$ cat config.mk
export PLATFORM = sky130hd
export DESIGN_NAME = acr_config_regs
export DESIGN_NICKNAME = d
export VERILOG_FILES = /design/src/hw/acr_pkg.sv /design/src/hw/acr_config_regs.sv /design/src/hw/acr_sample_timer.sv
export SDC_FILE = /design/constraint.sdc
export NUM_CORES = 1
export LEC_CHECK = 0
export BUFFER_PORTS_ARGS = -buffer_cell sky130_fd_sc_hd__buf_2
export CAP_MARGIN = 40
export CORE_MARGIN = 4
export CORE_UTILIZATION = 40
export DETAILED_ROUTE_END_ITERATION = 12
export GPL_TIMING_DRIVEN = 0
export PLACE_DENSITY = 0.73
export SETUP_SLACK_MARGIN = 0.4
export SLEW_MARGIN = 20
export SYNTH_ARGS = -nofsm -noshare
export SYNTH_HDL_FRONTEND = slang
export SYNTH_SLANG_ARGS = --single-unit
$ cat constraint.sdc
create_clock -name i_clk -period 3 [get_ports i_clk]
set_input_delay 0.3 -clock i_clk [delete_from_list [all_inputs] [get_ports i_clk]]
set_output_delay 0.3 -clock i_clk [all_outputs]
set_load 0.1 [all_outputs]
$ cat src/hw/acr_pkg.sv
/*
  Shared constants and types for the converter configuration block: register
  offsets, field positions, reset values, mode codes, rate periods and the
  decoded configuration carrier.
  Assumes the conversion clock runs at a nominal 4.096 MHz, and that register
  accesses arrive as already-decoded single-cycle strobes from the serial port.
*/
package acr_pkg;

  // ==========================================================================
  // Register offsets and reset value
  // ==========================================================================
  localparam logic [1:0] ACR_ADDR_RATE_MODE = 2'h1;
  localparam logic [1:0] ACR_ADDR_REF_CFG = 2'h2;
  localparam logic [1:0] ACR_ADDR_ROUTE_CFG = 2'h3;
  localparam logic [7:0] ACR_REG_RESET = 8'h00;

  // ==========================================================================
  // Field positions
  // ==========================================================================
  localparam int ACR_RATE_LSB = 5;
  localparam int ACR_MODE_LSB = 3;
  localparam int ACR_VREF_LSB = 6;
  localparam int ACR_FIR_LSB = 4;
  localparam int ACR_PSW_BIT = 3;
  localparam int ACR_IDAC_LSB = 0;
  localparam int ACR_ROUTE1_LSB = 5;
  localparam int ACR_ROUTE2_LSB = 2;
  localparam int ACR_READY_SIGNALLING_MODE_BIT = 1;

  // ==========================================================================
  // Mode and field codes
  // ==========================================================================
  localparam logic [1:0] ACR_MODE_NORMAL = 2'h0;
  localparam logic [1:0] ACR_MODE_DUTY = 2'h1;
  localparam logic [1:0] ACR_MODE_TURBO = 2'h2;
  localparam logic [2:0] ACR_RATE_RESERVED = 3'h7;
  localparam logic [2:0] ACR_IDAC_RESERVED = 3'h1;
  localparam logic [2:0] ACR_ROUTE_RESERVED = 3'h7;

  // ==========================================================================
  // Timing: samples are paced in conversion-clock cycles
  // ==========================================================================
  localparam int ACR_NOMINAL_CLK_KHZ = 4096;
  // Normal-mode sample periods at the nominal clock, rounded to whole cycles.
  localparam logic [19:0] ACR_NORMAL_PERIOD [0:6] = '{
    20'h3_2000, 20'h1_638E, 20'h0_B1C7, 20'h0_5B6E,
    20'h0_307C, 20'h0_1AAB, 20'h0_1000
  };

  // Excitation currents in microamps, indexed by level code.
  localparam logic [10:0] ACR_IDAC_UA [0:7] = '{
    11'h000, 11'h000, 11'h032, 11'h064, 11'h0FA, 11'h1F4, 11'h3E8, 11'h5DC
  };

  // ==========================================================================
  // Decoded configuration carrier
  // ==========================================================================
  typedef struct packed {
    logic [19:0] period;        // Conversion-clock cycles per sample, 0 = none.
    logic rate_reserved;        // Rate or mode code is reserved.
    logic [3:0] ref_sel;        // One-hot: supply, shared pair, pair 0, internal.
    logic [2:0] fir_sel;        // One-hot: 60 only, 50 only, both.
    logic [10:0] excite_ua;     // Current of both sources in microamps.
    logic excite_reserved;      // Level code is reserved.
    logic [5:0] route_one;      // One-hot: negative_reference_zero, positive_reference_zero, ain3, ain2, ain1, ain0.
    logic route_one_reserved;   // First routing code is reserved.
    logic [5:0] route_two;      // Same layout for the second source.
    logic route_two_reserved;   // Second routing code is reserved.
  } acr_cfg_t;

endpackage

$ cat src/hw/acr_config_regs.sv
/*
  Configuration registers of a delta-sigma sensor converter: rate and mode,
  reference, line-rejection filter, low-side switch, excitation current and
  its routing, and data-ready signalling.
  Assumes the serial port delivers decoded write and read strobes with an
  address and byte, and that command pulses and i_conv_tick are synchronous.
*/
`timescale 1ns/1ps
module acr_config_regs
  import acr_pkg::*;
#(
  parameter int RATE_DIV = 1           // Divides sample periods for simulation.
) (
  input wire logic i_clk,              // System clock, 200 MHz.
  input wire logic i_sys_rst,          // Synchronous reset, active high.
  input wire logic i_reg_wr,           // Register write strobe.
  input wire logic i_reg_rd,           // Register read strobe.
  input wire logic [1:0] i_reg_addr,   // Register offset.
  input wire logic [7:0] i_reg_wdata,  // Write byte.
  output logic [7:0] o_reg_rdata,      // Read byte, valid after a read.
  input wire logic i_start_cmd,        // Start/sync command pulse.
  input wire logic i_sleep_cmd,        // Power-down command pulse.
  input wire logic i_conv_tick,        // One pulse per conversion-clock cycle.
  input wire logic i_data_read,        // Host has read the sample.
  input wire logic i_serial_dout,      // Serial data bit for the combined pin.
  output acr_cfg_t o_cfg,              // Decoded configuration.
  output logic o_switch_closed,        // Low-side switch closed.
  output logic o_dedicated_ready_pin_n,      // Dedicated ready pin, active low.
  output logic o_combined_dataout_ready_pin  // Combined data-out/ready pin.
);

  logic [7:0] rate_mode_reg;
  logic [7:0] ref_cfg_reg;
  logic [7:0] route_cfg_reg;
  logic [7:0] next_rate_mode_reg;
  logic [7:0] next_ref_cfg_reg;
  logic [7:0] next_route_cfg_reg;
  logic [7:0] rdata;
  logic [7:0] next_rdata;
  acr_cfg_t cfg;
  acr_cfg_t next_cfg;
  logic switch_closed;
  logic next_switch_closed;
  logic combined_pin;
  logic next_combined_pin;
  logic ready_n;
  logic ready_pin_n;
  logic next_ready_pin_n;
  logic running;
  logic [2:0] rate_code;
  logic [1:0] mode_code;
  logic ready_mode;

  assign rate_code = rate_mode_reg[ACR_RATE_LSB +: 3];
  assign mode_code = rate_mode_reg[ACR_MODE_LSB +: 2];
  assign ready_mode = route_cfg_reg[ACR_READY_SIGNALLING_MODE_BIT];

  // Both current sources share one routing decode.
  function automatic logic [6:0] route_decode(input logic [2:0] code);
    logic [6:0] r;
    r = 7'h00;
    unique case (code)
      3'h0: r = 7'h00;
      3'h1: r = 7'h01;
      3'h2: r = 7'h02;
      3'h3: r = 7'h04;
      3'h4: r = 7'h08;
      3'h5: r = 7'h10;
      3'h6: r = 7'h20;
      3'h7: r = 7'h40;
    endcase
    return r;
  endfunction

  // ==========================================================================
  // Register file
  // ==========================================================================
  // Every bit is read/write; the reserved routing bit is stored as written.
  always_comb begin
    next_rate_mode_reg = rate_mode_reg;
    next_ref_cfg_reg = ref_cfg_reg;
    next_route_cfg_reg = route_cfg_reg;
    next_rdata = rdata;
    if (i_reg_wr) begin
      unique case (i_reg_addr)
        ACR_ADDR_RATE_MODE: next_rate_mode_reg = i_reg_wdata;
        ACR_ADDR_REF_CFG: next_ref_cfg_reg = i_reg_wdata;
        ACR_ADDR_ROUTE_CFG: next_route_cfg_reg = i_reg_wdata;
        default: next_rdata = rdata;
      endcase
    end
    if (i_reg_rd) begin
      unique case (i_reg_addr)
        ACR_ADDR_RATE_MODE: next_rdata = rate_mode_reg;
        ACR_ADDR_REF_CFG: next_rdata = ref_cfg_reg;
        ACR_ADDR_ROUTE_CFG: next_rdata = route_cfg_reg;
        default: next_rdata = 8'h00;
      endcase
    end
  end

  always_ff @(posedge i_clk) begin
    if (i_sys_rst) begin
      rate_mode_reg <= ACR_REG_RESET;
      ref_cfg_reg <= ACR_REG_RESET;
      route_cfg_reg <= ACR_REG_RESET;
      rdata <= 8'h00;
    end else begin
      rate_mode_reg <= next_rate_mode_reg;
      ref_cfg_reg <= next_ref_cfg_reg;
      route_cfg_reg <= next_route_cfg_reg;
      rdata <= next_rdata;
    end
  end

  // ==========================================================================
  // Configuration decode
  // ==========================================================================
  // Decoded fields are registered so every output comes from a flip-flop;
  // the cost is one cycle of latency after a register write.
  always_comb begin
    logic [19:0] base;
    logic [6:0] r1;
    logic [6:0] r2;
    base = 20'h0_0000;
    r1 = route_decode(route_cfg_reg[ACR_ROUTE1_LSB +: 3]);
    r2 = route_decode(route_cfg_reg[ACR_ROUTE2_LSB +: 3]);
    next_cfg = '0;
    // Reserved rate or mode leaves the period at zero, so nothing converts.
    if (rate_code != ACR_RATE_RESERVED) begin
      base = ACR_NORMAL_PERIOD[rate_code];
    end
    unique case (mode_code)
      ACR_MODE_NORMAL: next_cfg.period = base;
      ACR_MODE_DUTY: next_cfg.period = 20'({base, 2'b00});
      ACR_MODE_TURBO: next_cfg.period = {1'b0, base[19:1]};
      default: next_cfg.period = 20'h0_0000;
    endcase
    next_cfg.period = 20'(next_cfg.period / RATE_DIV);
    next_cfg.rate_reserved = (next_cfg.period == 20'h0_0000);
    unique case (ref_cfg_reg[ACR_VREF_LSB +: 2])
      2'h0: next_cfg.ref_sel = 4'h1;
      2'h1: next_cfg.ref_sel = 4'h2;
      2'h2: next_cfg.ref_sel = 4'h4;
      2'h3: next_cfg.ref_sel = 4'h8;
    endcase
    unique case (ref_cfg_reg[ACR_FIR_LSB +: 2])
      2'h0: next_cfg.fir_sel = 3'h0;
      2'h1: next_cfg.fir_sel = 3'h1;
      2'h2: next_cfg.fir_sel = 3'h2;
      2'h3: next_cfg.fir_sel = 3'h4;
    endcase
    next_cfg.excite_ua = ACR_IDAC_UA[ref_cfg_reg[ACR_IDAC_LSB +: 3]];
    next_cfg.excite_reserved = (ref_cfg_reg[ACR_IDAC_LSB +: 3] == ACR_IDAC_RESERVED);
    next_cfg.route_one = r1[5:0];
    next_cfg.route_one_reserved = r1[6];
    next_cfg.route_two = r2[5:0];
    next_cfg.route_two_reserved = r2[6];
  end

  // ==========================================================================
  // Switch and ready pins
  // ==========================================================================
  // The switch follows the commands only while its control bit is set.
  always_comb begin
    next_switch_closed = switch_closed;
    // Both ready pins register ready_n in the same stage; the combined pin follows it only while the mode bit is set and the timer runs.
    next_ready_pin_n = ready_n;
    if (!ref_cfg_reg[ACR_PSW_BIT]) begin
      next_switch_closed = 1'b0;
    end else if (i_sleep_cmd) begin
      next_switch_closed = 1'b0;
    end else if (i_start_cmd) begin
      next_switch_closed = 1'b1;
    end
    // With the mode bit set the combined pin shows ready while data waits.
    next_combined_pin = i_serial_dout;
    if (ready_mode && !running) begin
      next_combined_pin = 1'b1;
    end else if (ready_mode) begin
      next_combined_pin = ready_n ? i_serial_dout : 1'b0;
    end
  end

  always_ff @(posedge i_clk) begin
    if (i_sys_rst) begin
      cfg <= '0;
      switch_closed <= 1'b0;
      combined_pin <= 1'b1;
      ready_pin_n <= 1'b1;
    end else begin
      cfg <= next_cfg;
      switch_closed <= next_switch_closed;
      combined_pin <= next_combined_pin;
      ready_pin_n <= next_ready_pin_n;
    end
  end

  acr_sample_timer u_timer (
    .i_clk(i_clk),
    .i_sys_rst(i_sys_rst),
    .i_start(i_start_cmd),
    .i_sleep(i_sleep_cmd),
    .i_conv_tick(i_conv_tick),
    .i_period(cfg.period),            // Counted in conversion ticks.
    .i_data_read(i_data_read),
    .o_ready_n(ready_n),
    .o_running(running)
  );

  assign o_reg_rdata = rdata;
  assign o_cfg = cfg;
  assign o_switch_closed = switch_closed;
  assign o_dedicated_ready_pin_n = ready_pin_n;
  assign o_combined_dataout_ready_pin = combined_pin;
endmodule

$ cat src/hw/acr_sample_timer.sv
/*
  Sample pacing for the converter: counts conversion-clock ticks between
  samples and drives the active-low data-ready level.
  Assumes i_conv_tick is a one-cycle pulse per conversion-clock cycle, already
  synchronous to i_clk, and that i_period is stable while running.
*/
`timescale 1ns/1ps
module acr_sample_timer
  import acr_pkg::*;
(
  input wire logic i_clk,           // System clock.
  input wire logic i_sys_rst,       // Synchronous reset, active high.
  input wire logic i_start,         // Conversion start command pulse.
  input wire logic i_sleep,         // Power-down command pulse.
  input wire logic i_conv_tick,     // One pulse per conversion-clock cycle.
  input wire logic [19:0] i_period, // Ticks per sample, 0 for reserved codes.
  input wire logic i_data_read,     // Host has read the sample.
  output logic o_ready_n,           // Data ready, low while a sample waits.
  output logic o_running            // High while converting.
);

  typedef enum logic [1:0] {
    ACR_ST_IDLE = 2'b01,
    ACR_ST_RUN = 2'b10
  } acr_state_t;

  acr_state_t state;
  acr_state_t next_state;
  logic [19:0] cnt;
  logic [19:0] next_cnt;
  logic ready_n;
  logic next_ready_n;

  // ==========================================================================
  // Next-state logic
  // ==========================================================================
  // A fresh sample wins over a read in the same cycle, so no sample is lost.
  always_comb begin
    next_state = state;
    next_cnt = cnt;
    next_ready_n = ready_n;
    if (i_data_read) begin
      next_ready_n = 1'b1;
    end
    unique case (state)
      ACR_ST_IDLE: begin
        if (i_start && i_period != 20'h0_0000) begin
          next_state = ACR_ST_RUN;
          next_cnt = 20'h0_0000;
        end
      end
      ACR_ST_RUN: begin
        if (i_sleep || i_period == 20'h0_0000) begin
          next_state = ACR_ST_IDLE;
          next_ready_n = 1'b1;
        end else if (i_start) begin
          next_cnt = 20'h0_0000;
        end else if (i_conv_tick) begin
          // Counting clock ticks makes the rate follow the clock.
          if (20'(cnt + 20'h0_0001) >= i_period) begin
            next_cnt = 20'h0_0000;
            next_ready_n = 1'b0;
          end else begin
            next_cnt = 20'(cnt + 20'h0_0001);
          end
        end
      end
    endcase
  end

  // ==========================================================================
  // State registers
  // ==========================================================================
  always_ff @(posedge i_clk) begin
    if (i_sys_rst) begin
      state <= ACR_ST_IDLE;
      cnt <= 20'h0_0000;
      ready_n <= 1'b1;
    end else begin
      state <= next_state;
      cnt <= next_cnt;
      ready_n <= next_ready_n;
    end
  end

  assign o_ready_n = ready_n;
  assign o_running = (state == ACR_ST_RUN);
endmodule

; Word-level counts from Yosys, hierarchy flattened
; Memories as Yosys holds them, arrays and structs flattened. A register that Yosys moved wholly into a read port is not among the register bits.
; Cells that the tools add are included.
[op_classes]
n_addsub = 1
mul = 0
n_div = 0
magnitude_cmp = 2
n_eq_ne = 19
shifts = 0
mux = 24
n_bitwise = 3
reduce_logical = 17
[ops]
columns = operator, n
row1 = 2-to-1 mux 20 bit, 8
row2 = one-hot mux 20 bit (3 select lines), 1
row3 = logical NOT 20 bit, 2
row4 = one-hot mux 20 bit (2 select lines), 1
row5 = one-hot mux 8 bit (3 select lines), 1
row6 = adder 20 x 1 -> 20 bit (second input constant), 1
row7 = greater-or-equal comparator 20 bit, 1
row8 = nonzero test 20 bit, 1
row9 = equality test 2 bit (second input constant), 8
row10 = one-hot mux 4 bit (4 select lines), 1
row11 = one-hot mux 3 bit (4 select lines), 1
row12 = equality test 2 x 1 -> 1 bit (second input constant), 5
row13 = 2-to-1 mux 1 bit, 8
row14 = inverter 3 -> 4 bit, 2
row15 = AND reduction 2 bit, 4
row16 = logical NOT 2 bit, 3
row17 = inequality test 3 bit (second input constant), 2
row18 = greater-or-equal comparator 4 bit (second input constant), 1
row19 = 2-to-1 mux 2 bit, 2
row20 = inequality test 2 x 1 -> 1 bit (second input constant), 2
row21 = one-hot mux 2 bit (2 select lines), 1
row22 = equality test 3 x 1 -> 1 bit (second input constant), 1
row23 = AND reduction 3 bit, 1
row24 = OR reduction 3 bit, 1
row25 = 6 further kinds, 7
[totals]
regBits = 87
latchBits = 0
ramBits = 0
rom_bits = 360
inputBits = 19
out_inout_bits = 65
word_cells = 85
n_memories = 4
[memory_table]
columns = memory, words, width, rd, rd_ports_with_merged_regs, wr, line
row1 = (no name shown), 8, 20, 1, 0, 0, acr_config_regs.sv:131  ; base = ACR_NORMAL_PERIOD[rate_code];
row2 = (no name shown), 8, 11, 1, 1, 0, acr_config_regs.sv:153  ; next_cfg.excite_ua = ACR_IDAC_UA[ref_cfg_reg[ACR_IDAC_LSB +: 3]];
row3 = (no name shown), 8, 7, 1, 1, 0, acr_config_regs.sv:62  ; unique case (code)
row4 = (no name shown), 8, 7, 1, 1, 0, acr_config_regs.sv:62

; Depth between registers and ports, before layout
; Gate-level depths: netlist (run 1).
[depth]
word_depth = 7
mapped_depth = 14
mapped_depth_nobuf = 13

; Cells and area by module
; A second synthesis (run 1) with hierarchy kept.
[unflattened]
cells_unflattened = 645
area_unflattened_um2 = 5494.0
[by_module_without_submodules]
columns = module, n_inst, cells_per_inst, area_per_inst_um2, seq_area_each_um2
row1 = acr_config_regs, 1, 402, 3573.4, 1761.7
row2 = acr_sample_timer, 1, 243, 1920.6, 460.4

; Worst setup path before layout (run 1)
; Ideal clock, no wire load.
[synth_path]
path_type = register to register
startpoint = register u_timer.cnt[0]
endpoint = register u_timer.cnt[4]
setup_ps = 117
arrival_time_ps = 3017
required_time_ps = 2883
path_slack_ps = -134
path_stages_with_launch = 15
path_cell_list = dfxtp_1 ha_1 and2_1 nand3_1 or4_1 xnor2_1 inv_1 ha_1 nand4_1 nor4_1 a32oi_1 nand3_1 clkbuf_1 nor3_1 a22o_1
[synth_between]
elab_chain_len = 7
[synth_lines]
columns = item, line
row1 = from (decl), acr_sample_timer.sv:29  ; logic [19:0] cnt;
row2 = from (signal assigned), acr_sample_timer.sv:81  ; cnt <= next_cnt;
row3 = adder 20 x 1 -> 20 bit *, "acr_sample_timer.sv:60, acr_sample_timer.sv:64"
row4 = greater-or-equal comparator 20 bit, acr_sample_timer.sv:60  ; if (20'(cnt + 20'h0_0001) >= i_period) begin
row5 = 2-to-1 mux 20 bit *, acr_sample_timer.sv:60
row6 = 2-to-1 mux 20 bit *, acr_sample_timer.sv:58  ; end else if (i_conv_tick) begin
row7 = 2-to-1 mux 20 bit *, acr_sample_timer.sv:56  ; end else if (i_start) begin
row8 = 2-to-1 mux 20 bit *, acr_sample_timer.sv:53  ; if (i_sleep || i_period == 20'h0_0000) begin
row9 = one-hot mux 20 bit (2 select lines) *, acr_sample_timer.sv:45  ; unique case (state)
; Mark *: on every way between the ends. The rest lies on a longest branch, timed or not. The select of a mux whose other input is x is not followed.
; A chain may end at the register's enable or synchronous reset.

; Worst setup path after layout (run 1)
; Same ends and word-level chain as after synthesis.

==> load_flow_metrics.sql, run 1 <==
INSERT INTO impl_metrics (metric_group, metric, value, unit) VALUES
('power_and_ir_drop', 'power.density_cell_area', '476', 'mW/mm^2'),
('grt', 'track_usage', '19.8', '%'),
('sta', 'final.setup.tns', '0', 'ns'),
('setup_path', 'critical_path.startpoint_type', 'register', ''),
('power_and_ir_drop', 'power_frac_clock', '37.2', '%'),
('finish', 'fillCellCount', '1309', ''),
('drt', 'routed_wire_length_per_instance', '16.4', 'um'),
('power_and_ir_drop', 'power_switching', '0.00106', 'W'),
('sta', 'maximum_clock_frequency', '340', 'MHz'),
('logic_synthesis', 'syn_nets', '709', ''),
('grt', 'grt_pass1_wl', '25700', 'um'),
('logic_synthesis', 'post_synth_edffs', '0', ''),
('drt', 'routed_wirelength', '15700', 'um'),
('sta', 'finalHoldViolations', '0', ''),
('power_and_ir_drop', 'comb_power_share', '16.3', '%'),
('drt', 'drc', '0', ''),
('clock_network', 'insertion_delay', '0.36', 'ns'),
('finish', 'layout_commonest_cell', 'sky130_fd_sc_hd__dfxtp_1', ''),
('setup_path', 'reg2reg_setup_slack', '0.06', 'ns'),
('drt', 'wl_met1', '6540', 'um'),
('grt', 'antenna_found_initial', '0', ''),
('logic_synthesis', 'syn_inst', '664', ''),
('sta', 'final.min_clock_period', '2.94', 'ns'),
('placement', 'post-place-cells', '925', ''),
('placement', 'detailed_placer_s_ending_hpwl', '11400', 'um'),
('power_and_ir_drop', 'seq_power_share', '46.5', '%'),
('logic_synthesis', 'synth_seq_cells', '111', ''),
('run', 'drv_cap', '0', ''),
('finish', 'mostFrequentLayoutCells', 'sky130_fd_sc_hd__dfxtp_1 (103), sky130_fd_sc_hd__buf_2 (87), sky130_fd_sc_hd__nor2_1 (80), sky130_fd_sc_hd__inv_1 (46), sky130_fd_sc_hd__nand2_1 (33)', ''),
('power_and_ir_drop', 'power_switching_share', '32.0', '%'),
('drt', 'routed_via_density', '5.37', ''),
('finish', 'largest_reg_flops', '53', ''),
('drt', 'antenna_left', '0', ''),
('logic_synthesis', 'synth_top_cells_by_area', 'sky130_fd_sc_hd__dfxtp_1 (40%), sky130_fd_sc_hd__ha_1 (5.8%), sky130_fd_sc_hd__nor2_1 (5.4%)', ''),
('finish', 'final_nets', '817', ''),
('clock_network', 'clock_tree.buffer_depth', '2', ''),
('setup_path', 'r2r_start', 'u_timer.cnt[0]', ''),
('min_path', 'worst_hold_path_type', 'input pin to register', ''),
('drt', 'dr_wl_met2', '7680', 'um'),
('sta', 'setup_repair_after_global_routing_missed_its_margin', 'true', ''),
('status', 'outcome', 'completed', ''),
('die', 'starting_density', '40.6', '%'),
('setup_path', 'timing.critical_path.fanout_max', '5', ''),
('power_and_ir_drop', 'power.internal', '0.00226', 'W'),
('power_and_ir_drop', 'static-leakage-power', '3.07', 'nW'),
('setup_path', 'arrival', '3.20', 'ns'),
('clock_network', 'numClockSinks', '111', ''),
('placement', 'place_congestion', '0.950', ''),
('min_path', 'worstHoldStart', 'i_sleep_cmd', ''),
('clock_network', 'root_buffer', 'sky130_fd_sc_hd__clkbuf_16', ''),
('setup_path', 'reg2reg_to', 'u_timer.cnt[4]', ''),
('setup_path', 'depth_of_the_worst_register_to_register_path', '14', ''),
('finish', 'final_core_utilization', '50.4', '%'),
('min_path', 'hold_path_end', 'o_switch_closed', ''),
('logic_synthesis', 'yosysTopAreaCell', 'sky130_fd_sc_hd__dfxtp_1', ''),
('die', 'chipHeight', '126', 'um'),
('sta', 'final-max-slew-violation-count', '0', ''),
('logic_synthesis', 'synth_largest_type_area_fraction', '39.6', '%'),
('drt', 'routed_wire_length_on_met3', '1050', 'um'),
('power_and_ir_drop', 'highest_ir_drop_seen_on_vdd', '334', 'uV'),
('drt', 'firstDrtPassIters', '5', ''),
('drt', 'num_vias', '5139', ''),
('die', 'floorplan.io_pins', '84', ''),
('die', 'placementRows', '43', ''),
('die', 'die_area', '0.0160', 'mm^2'),
('finish', 'diodes', '0', ''),
('clock_network', 'htreeDepth', '3', ''),
('logic_synthesis', 'syn_area_per_cell', '8.45', 'um^2'),
('sta', 'max_slew_margin', '46.1', '%'),
('placement', 'placement.io_buffers', '81', ''),
('min_path', 'timing.hold.worst_path_depth', '2', '');
worst max-delay path: stages (launching register included):
cell and delay (ns):
sky130_fd_sc_hd__dfxtp_4 0.39, sky130_fd_sc_hd__ha_4 0.13, sky130_fd_sc_hd__and2_4 0.16, sky130_fd_sc_hd__nand3_4 0.08, sky130_fd_sc_hd__or4_4 0.44, sky130_fd_sc_hd__xnor2_2 0.16, sky130_fd_sc_hd__inv_1 0.09, sky130_fd_sc_hd__ha_4 0.27
sky130_fd_sc_hd__nand4_1 0.16, sky130_fd_sc_hd__nor4_2 0.21, sky130_fd_sc_hd__a32oi_2 0.17, sky130_fd_sc_hd__nand3_4 0.18, sky130_fd_sc_hd__clkbuf_16 0.18, sky130_fd_sc_hd__nor3_2 0.04, sky130_fd_sc_hd__a22o_1 0.19
cell type report:
| class | instances | area (um^2) | share of cell area [%] |
|---|---|---|---|
| plain buffers | 46 | 240 | 3.45 |
| clock buffers | 9 | 225 | 3.23 |
| clock inverters | 7 | 93.8 | 1.35 |
| inverters | 47 | 176 | 2.53 |
| multi-input cells | 460 | 3230 | 46.3 |
| flip-flops and latches | 111 | 2240 | 32.1 |
| well taps | 180 | 225 | 3.23 |
| repair buffers | 97 | 543 | 7.79 |
per-stage QoR:
step | total power [W] | worst slack [ns] | hold slack (ns) | instance area [um^2]
floorplan | 0.00197 | 0.260 | 0.379 | 5690
global placement | 0.00209 | -0.133 | 0.444 | 6320
detailed placement | 0.00209 | -0.129 | 0.449 | 6320
CTS | 0.00333 | 0.0757 | 0.137 | 6850
global route | 0.00344 | -0.0639 | 0.151 | 6970
finish | 0.00332 | 0.0572 | 0.149 | 6970
layer usage:
metal | track usage (%) | up-vias
met3 | 4.29 | 34
met5 | 0 | -
li1 | - | 2542
met2 | 33.9 | 188
met4 | 6.56 | 0
met1 | 24.7 | 2375
timing repair:
| item | 4_1_cts | 5_1_grt |
|---|---|---|
| endpoints found under the setup margin | 21 | 22 |
| setup buffers | 8 | 6 |
| cloned | 2 | 0 |
| hold buffers | 0 | 0 |
| pin swaps | 10 | 13 |
| resized for setup | 23 | 23 |
power by group through the flow:
stage	registers, W	logic [W]	clock network, W
global placement	0.00158	0.000512	0
finish	0.00154	0.000540	0.00123
detailed placement	0.00158	0.000514	0
CTS	0.00154	0.000534	0.00126
floorplan	0.00175	0.000222	0
global route	0.00155	0.000577	0.00131
cells in the mapped netlist, drive strengths merged (9+ instances only):
cell    instances
dfxtp         111
nor2           81
inv            46
clkbuf         36
a21oi          33
nand2          33
ha             26
nor3           25
mux2i          24
o21ai          22
a211oi         18
nand3          18
nand2b         17
xnor2          17
a21o           11
nand4          11
a22oi          10
buf            10
o32a           10
nor2b           9
worst max path at each step:
stage,start,endpoint,slack [ns],cells past startpoint
2_1_floorplan,u_timer.cnt[9],u_timer.cnt[1],0.26,13
3_3_place_gp,u_timer.cnt[0],u_timer.cnt[4],-0.13,14
3_5_place_dp,u_timer.cnt[0],u_timer.cnt[4],-0.13,14
4_1_cts,u_timer.cnt[0],u_timer.cnt[4],0.08,14
5_1_grt,u_timer.cnt[10],u_timer.cnt[14],-0.06,14
6_report,u_timer.cnt[0],u_timer.cnt[4],0.06,14
cells by family (layout without fill, tap and decap cells):
logic type | count (synthesis) | count (layout) | synth area share (%)
buffers and inverters | 93 | 206 | 6.40
and+or+nand+nor | 253 | 253 | 23.7
DFF | 111 | 111 | 39.6
muxes | 31 | 31 | 5.68
xor gates and xnor gates | 20 | 20 | 3.12
other | 1 | 1 | 0.0668
adders and majority gates | 26 | 26 | 5.80
AOI/OAI and AO/OA | 129 | 129 | 15.7
Note: power is estimated with default switching activity, not from simulation.
==> run 2, diff against run 1 <==
--- a/config.mk
+++ b/config.mk
@@ -8,10 +8,10 @@
 export BUFFER_PORTS_ARGS = -buffer_cell sky130_fd_sc_hd__buf_2
 export CAP_MARGIN = 40
 export CORE_MARGIN = 4
-export CORE_UTILIZATION = 40
+export CORE_UTILIZATION = 52
 export DETAILED_ROUTE_END_ITERATION = 12
 export GPL_TIMING_DRIVEN = 0
-export PLACE_DENSITY = 0.73
+export PLACE_DENSITY = 0.88
 export SETUP_SLACK_MARGIN = 0.4
 export SLEW_MARGIN = 20
 export SYNTH_ARGS = -nofsm -noshare
==> load_flow_metrics.sql, run 2 (synthesized netlist as in run 1, its figures left out) <==
INSERT INTO impl_metrics (metric_group, metric, value, unit) VALUES
('status', 'outcome', 'complete, but fails checks', ''),
('status', 'failed_checks', 'setup timing', ''),
('drt', 'routed_wirelength', '15900', 'um'),
('power_and_ir_drop', 'static-leakage-power', '2.98', 'nW'),
('setup_path', 'timing.critical_path.required', '3.28', 'ns'),
('die', 'placementRows', '37', ''),
('die', 'die_x', '112', 'um'),
('finish', 'layout_commonest_cell', 'sky130_fd_sc_hd__dfxtp_1', ''),
('placement', 'detailed_placer_s_ending_hpwl', '11100', 'um'),
('placement', 'cell_area_after_placement', '0.00626', 'mm^2'),
('grt', 'antenna_found_initial', '1', ''),
('finish', 'fraction_of_layout_cells_with_a_size_suffix_above_1', '22.5', '%'),
('sta', 'crit_path_setup_slack_layout', '-0.103', 'ns'),
('die', 'die_area', '0.0125', 'mm^2'),
('clock_network', 'insertion_delay', '0.38', 'ns'),
('finish', 'diodes', '0', ''),
('drt', 'antenna_left', '0', ''),
('clock_network', 'numClockSinks', '111', ''),
('clock_network', 'htreeDepth', '3', ''),
('finish', 'mostFrequentLayoutCells', 'sky130_fd_sc_hd__dfxtp_1 (103), sky130_fd_sc_hd__buf_2 (88), sky130_fd_sc_hd__nor2_1 (81), sky130_fd_sc_hd__inv_1 (44), sky130_fd_sc_hd__nand2_1 (33)', ''),
('drt', 'firstDrtPassIters', '5', ''),
('clock_network', 'clk_transition_reported_paths', '0.11', 'ns'),
('power_and_ir_drop', 'power.density_cell_area', '449', 'mW/mm^2'),
('run', 'drv_cap', '0', ''),
('grt', 'track_usage', '24.6', '%'),
('setup_path', 'reg2reg_to', 'u_timer.cnt[12]', ''),
('sta', 'max_slew_margin', '46.2', '%'),
('grt', 'maximum_number_of_pins_on_one_net_before_global_route_repair', '24', ''),
('sta', 'setup_repair_after_global_routing_missed_its_margin', 'true', ''),
('placement', 'placement.setup.worst_slack', '-0.243', 'ns'),
('finish', 'final_core_utilization', '64.6', '%'),
('finish', 'fillCellCount', '814', ''),
('sta', 'setup_skew_after_layout', '0.0139', 'ns'),
('sta', 'final.setup.tns', '-1.17', 'ns'),
('sta', 'min_period_over_period', '103', '%'),
('setup_path', 'critical_path.startpoint_type', 'register', ''),
('sta', 'maximum_clock_frequency', '322', 'MHz'),
('power_and_ir_drop', 'highest_ir_drop_seen_on_vdd', '327', 'uV'),
('clock_network', 'cts_made_buffers', '9', ''),
('placement', 'placement.io_buffers', '81', ''),
('die', 'chipHeight', '112', 'um'),
('sta', 'tightestPinTransition', '0.807', 'ns'),
('finish', 'largest_reg_flops', '53', ''),
('die', 'floorplan.core_area', '0.0104', 'mm^2'),
('setup_path', 'criticalPathCategory', 'register to register', ''),
('finish', 'syn_to_final_growth', '19.9', '%'),
('placement', 'place_congestion', '0.919', ''),
('min_path', 'worst_hold_path_type', 'input pin to register', ''),
('die', 'starting_density', '53.9', '%'),
('sta', 'setup_viol_count_final', '20', ''),
('setup_path', 'worst_setup_path_end_kind', 'register', ''),
('min_path', 'timing.hold.worst_path_depth', '2', ''),
('clock_network', 'cts_tree', 'done', ''),
('sta', 'worst_hold_slack', '0.152', 'ns'),
('clock_network', 'root_buffer', 'sky130_fd_sc_hd__clkbuf_8', ''),
('min_path', 'hold_path_end', 'o_switch_closed', ''),
('drt', 'routed_wire_length_per_instance', '17.5', 'um'),
('min_path', 'worstHoldStart', 'i_sleep_cmd', ''),
('drt', 'detailedRoute.firstIterationViolations', '510', ''),
('sta', 'final-max-slew-violation-count', '0', ''),
('finish', 'final_area', '0.00673', 'mm^2'),
('grt', 'grt.overflow.total', '0', ''),
('sta', 'finalHoldViolations', '0', ''),
('clock_network', 'clock_tree.buffer_depth', '2', ''),
('setup_path', 'reg2reg_setup_slack', '-0.10', 'ns'),
('drt', 'num_vias', '5340', ''),
('grt', 'grt_pass1_wl', '25300', 'um'),
('drt', 'drc', '0', ''),
('grt', 'via_count_of_the_first_global_routing_pass', '5211', ''),
('setup_path', 'arrival', '3.39', 'ns'),
('finish', 'final_nets', '813', ''),
('setup_path', 'timing.critical_path.fanout_max', '5', ''),
('drt', 'routed_via_density', '5.87', ''),
('setup_path', 'r2r_start', 'u_timer.cnt[0]', ''),
('sta', 'final.min_clock_period', '3.10', 'ns'),
('die', 'floorplan.io_pins', '84', ''),
('setup_path', 'depth_of_the_worst_register_to_register_path', '14', '');
[run 2: changes by cell type in the layout (fill, tap and decap cells not counted), sizes merged]
cell	delta
inv	+2
buf	-2
clkinv	-2
clkbuf	-2
[run 2: timing repair]
| action | in CTS | in global routing |
|---|---|---|
| gates cloned | 2 | 0 |
| pin swaps | 6 | 8 |
| buffers inserted | 6 | 4 |
| endpoints found under the setup margin | 22 | 22 |
| resized for setup | 22 | 18 |
| hold buffers | 0 | 0 |
[run 2: area by class of cell]
class                           instances  area (um^2)  share of cell area [%]
Buffer                                 46          224                    3.33
Sequential cell                       111         2240                    33.2
Clock inverter                          7         88.8                    1.32
Multi-Input combinational cell        460         3210                    47.7
Clock buffer                            9          124                    1.84
Tap cell                              136          170                    2.53
Inverter                               47          176                    2.62
Timing Repair Buffer                   93          502                    7.45
[run 2: worst max path at each step]
stage | start | to | cells after the start
floorplan | u_timer.cnt[9] | u_timer.cnt[1] | 13
global placement | u_timer.cnt[0] | u_timer.cnt[4] | 14
detailed placement | u_timer.cnt[0] | u_timer.cnt[4] | 14
CTS | u_timer.cnt[0] | u_timer.cnt[18] | 14
global route | u_timer.cnt[0] | u_timer.cnt[15] | 14
finish | u_timer.cnt[0] | u_timer.cnt[12] | 14
[run 2: stage by stage]
| stage | instances | power [W] |
|---|---|---|
| 2_1_floorplan | 664 | 0.00197 |
| 3_3_place_gp | 881 | 0.00208 |
| 3_5_place_dp | 881 | 0.00209 |
| 4_1_cts | 905 | 0.00301 |
| 5_1_grt | 909 | 0.00313 |
| 6_report | 909 | 0.00302 |
[run 2: per-layer routing]
metal / track usage, % / vias to the layer above / wire, um / share of wire (%)
li1: - / 2524 / - / -
met1: 29.7 / 2491 / 6200 / 39
met2: 41.6 / 272 / 7800 / 49
met3: 4.67 / 51 / 1280 / 8.1
met4: 12.3 / 2 / 591 / 3.7
met5: 0 / - / 18 / 0.11
[run 2: power by group]
group          leakage (nW)  switching (W)  internal [W]
clock                 0.107       0.000589      0.000345
combinational          1.97       0.000405      0.000138
sequential            0.906      0.0000340       0.00151
total                  2.98        0.00103       0.00199
[run 2: critical path: stages (launching register included)]
cell,delay (ns)
sky130_fd_sc_hd__dfxtp_4,0.40
sky130_fd_sc_hd__ha_4,0.13
sky130_fd_sc_hd__and2_4,0.17
sky130_fd_sc_hd__nand3_4,0.10
sky130_fd_sc_hd__or4_4,0.47
sky130_fd_sc_hd__xnor2_4,0.16
sky130_fd_sc_hd__inv_2,0.08
sky130_fd_sc_hd__ha_4,0.27
sky130_fd_sc_hd__nand4_1,0.19
sky130_fd_sc_hd__nor4_2,0.26
sky130_fd_sc_hd__a32oi_2,0.18
sky130_fd_sc_hd__nand3_4,0.18
sky130_fd_sc_hd__clkbuf_4,0.21
sky130_fd_sc_hd__a211oi_1,0.05
sky130_fd_sc_hd__a21o_1,0.15
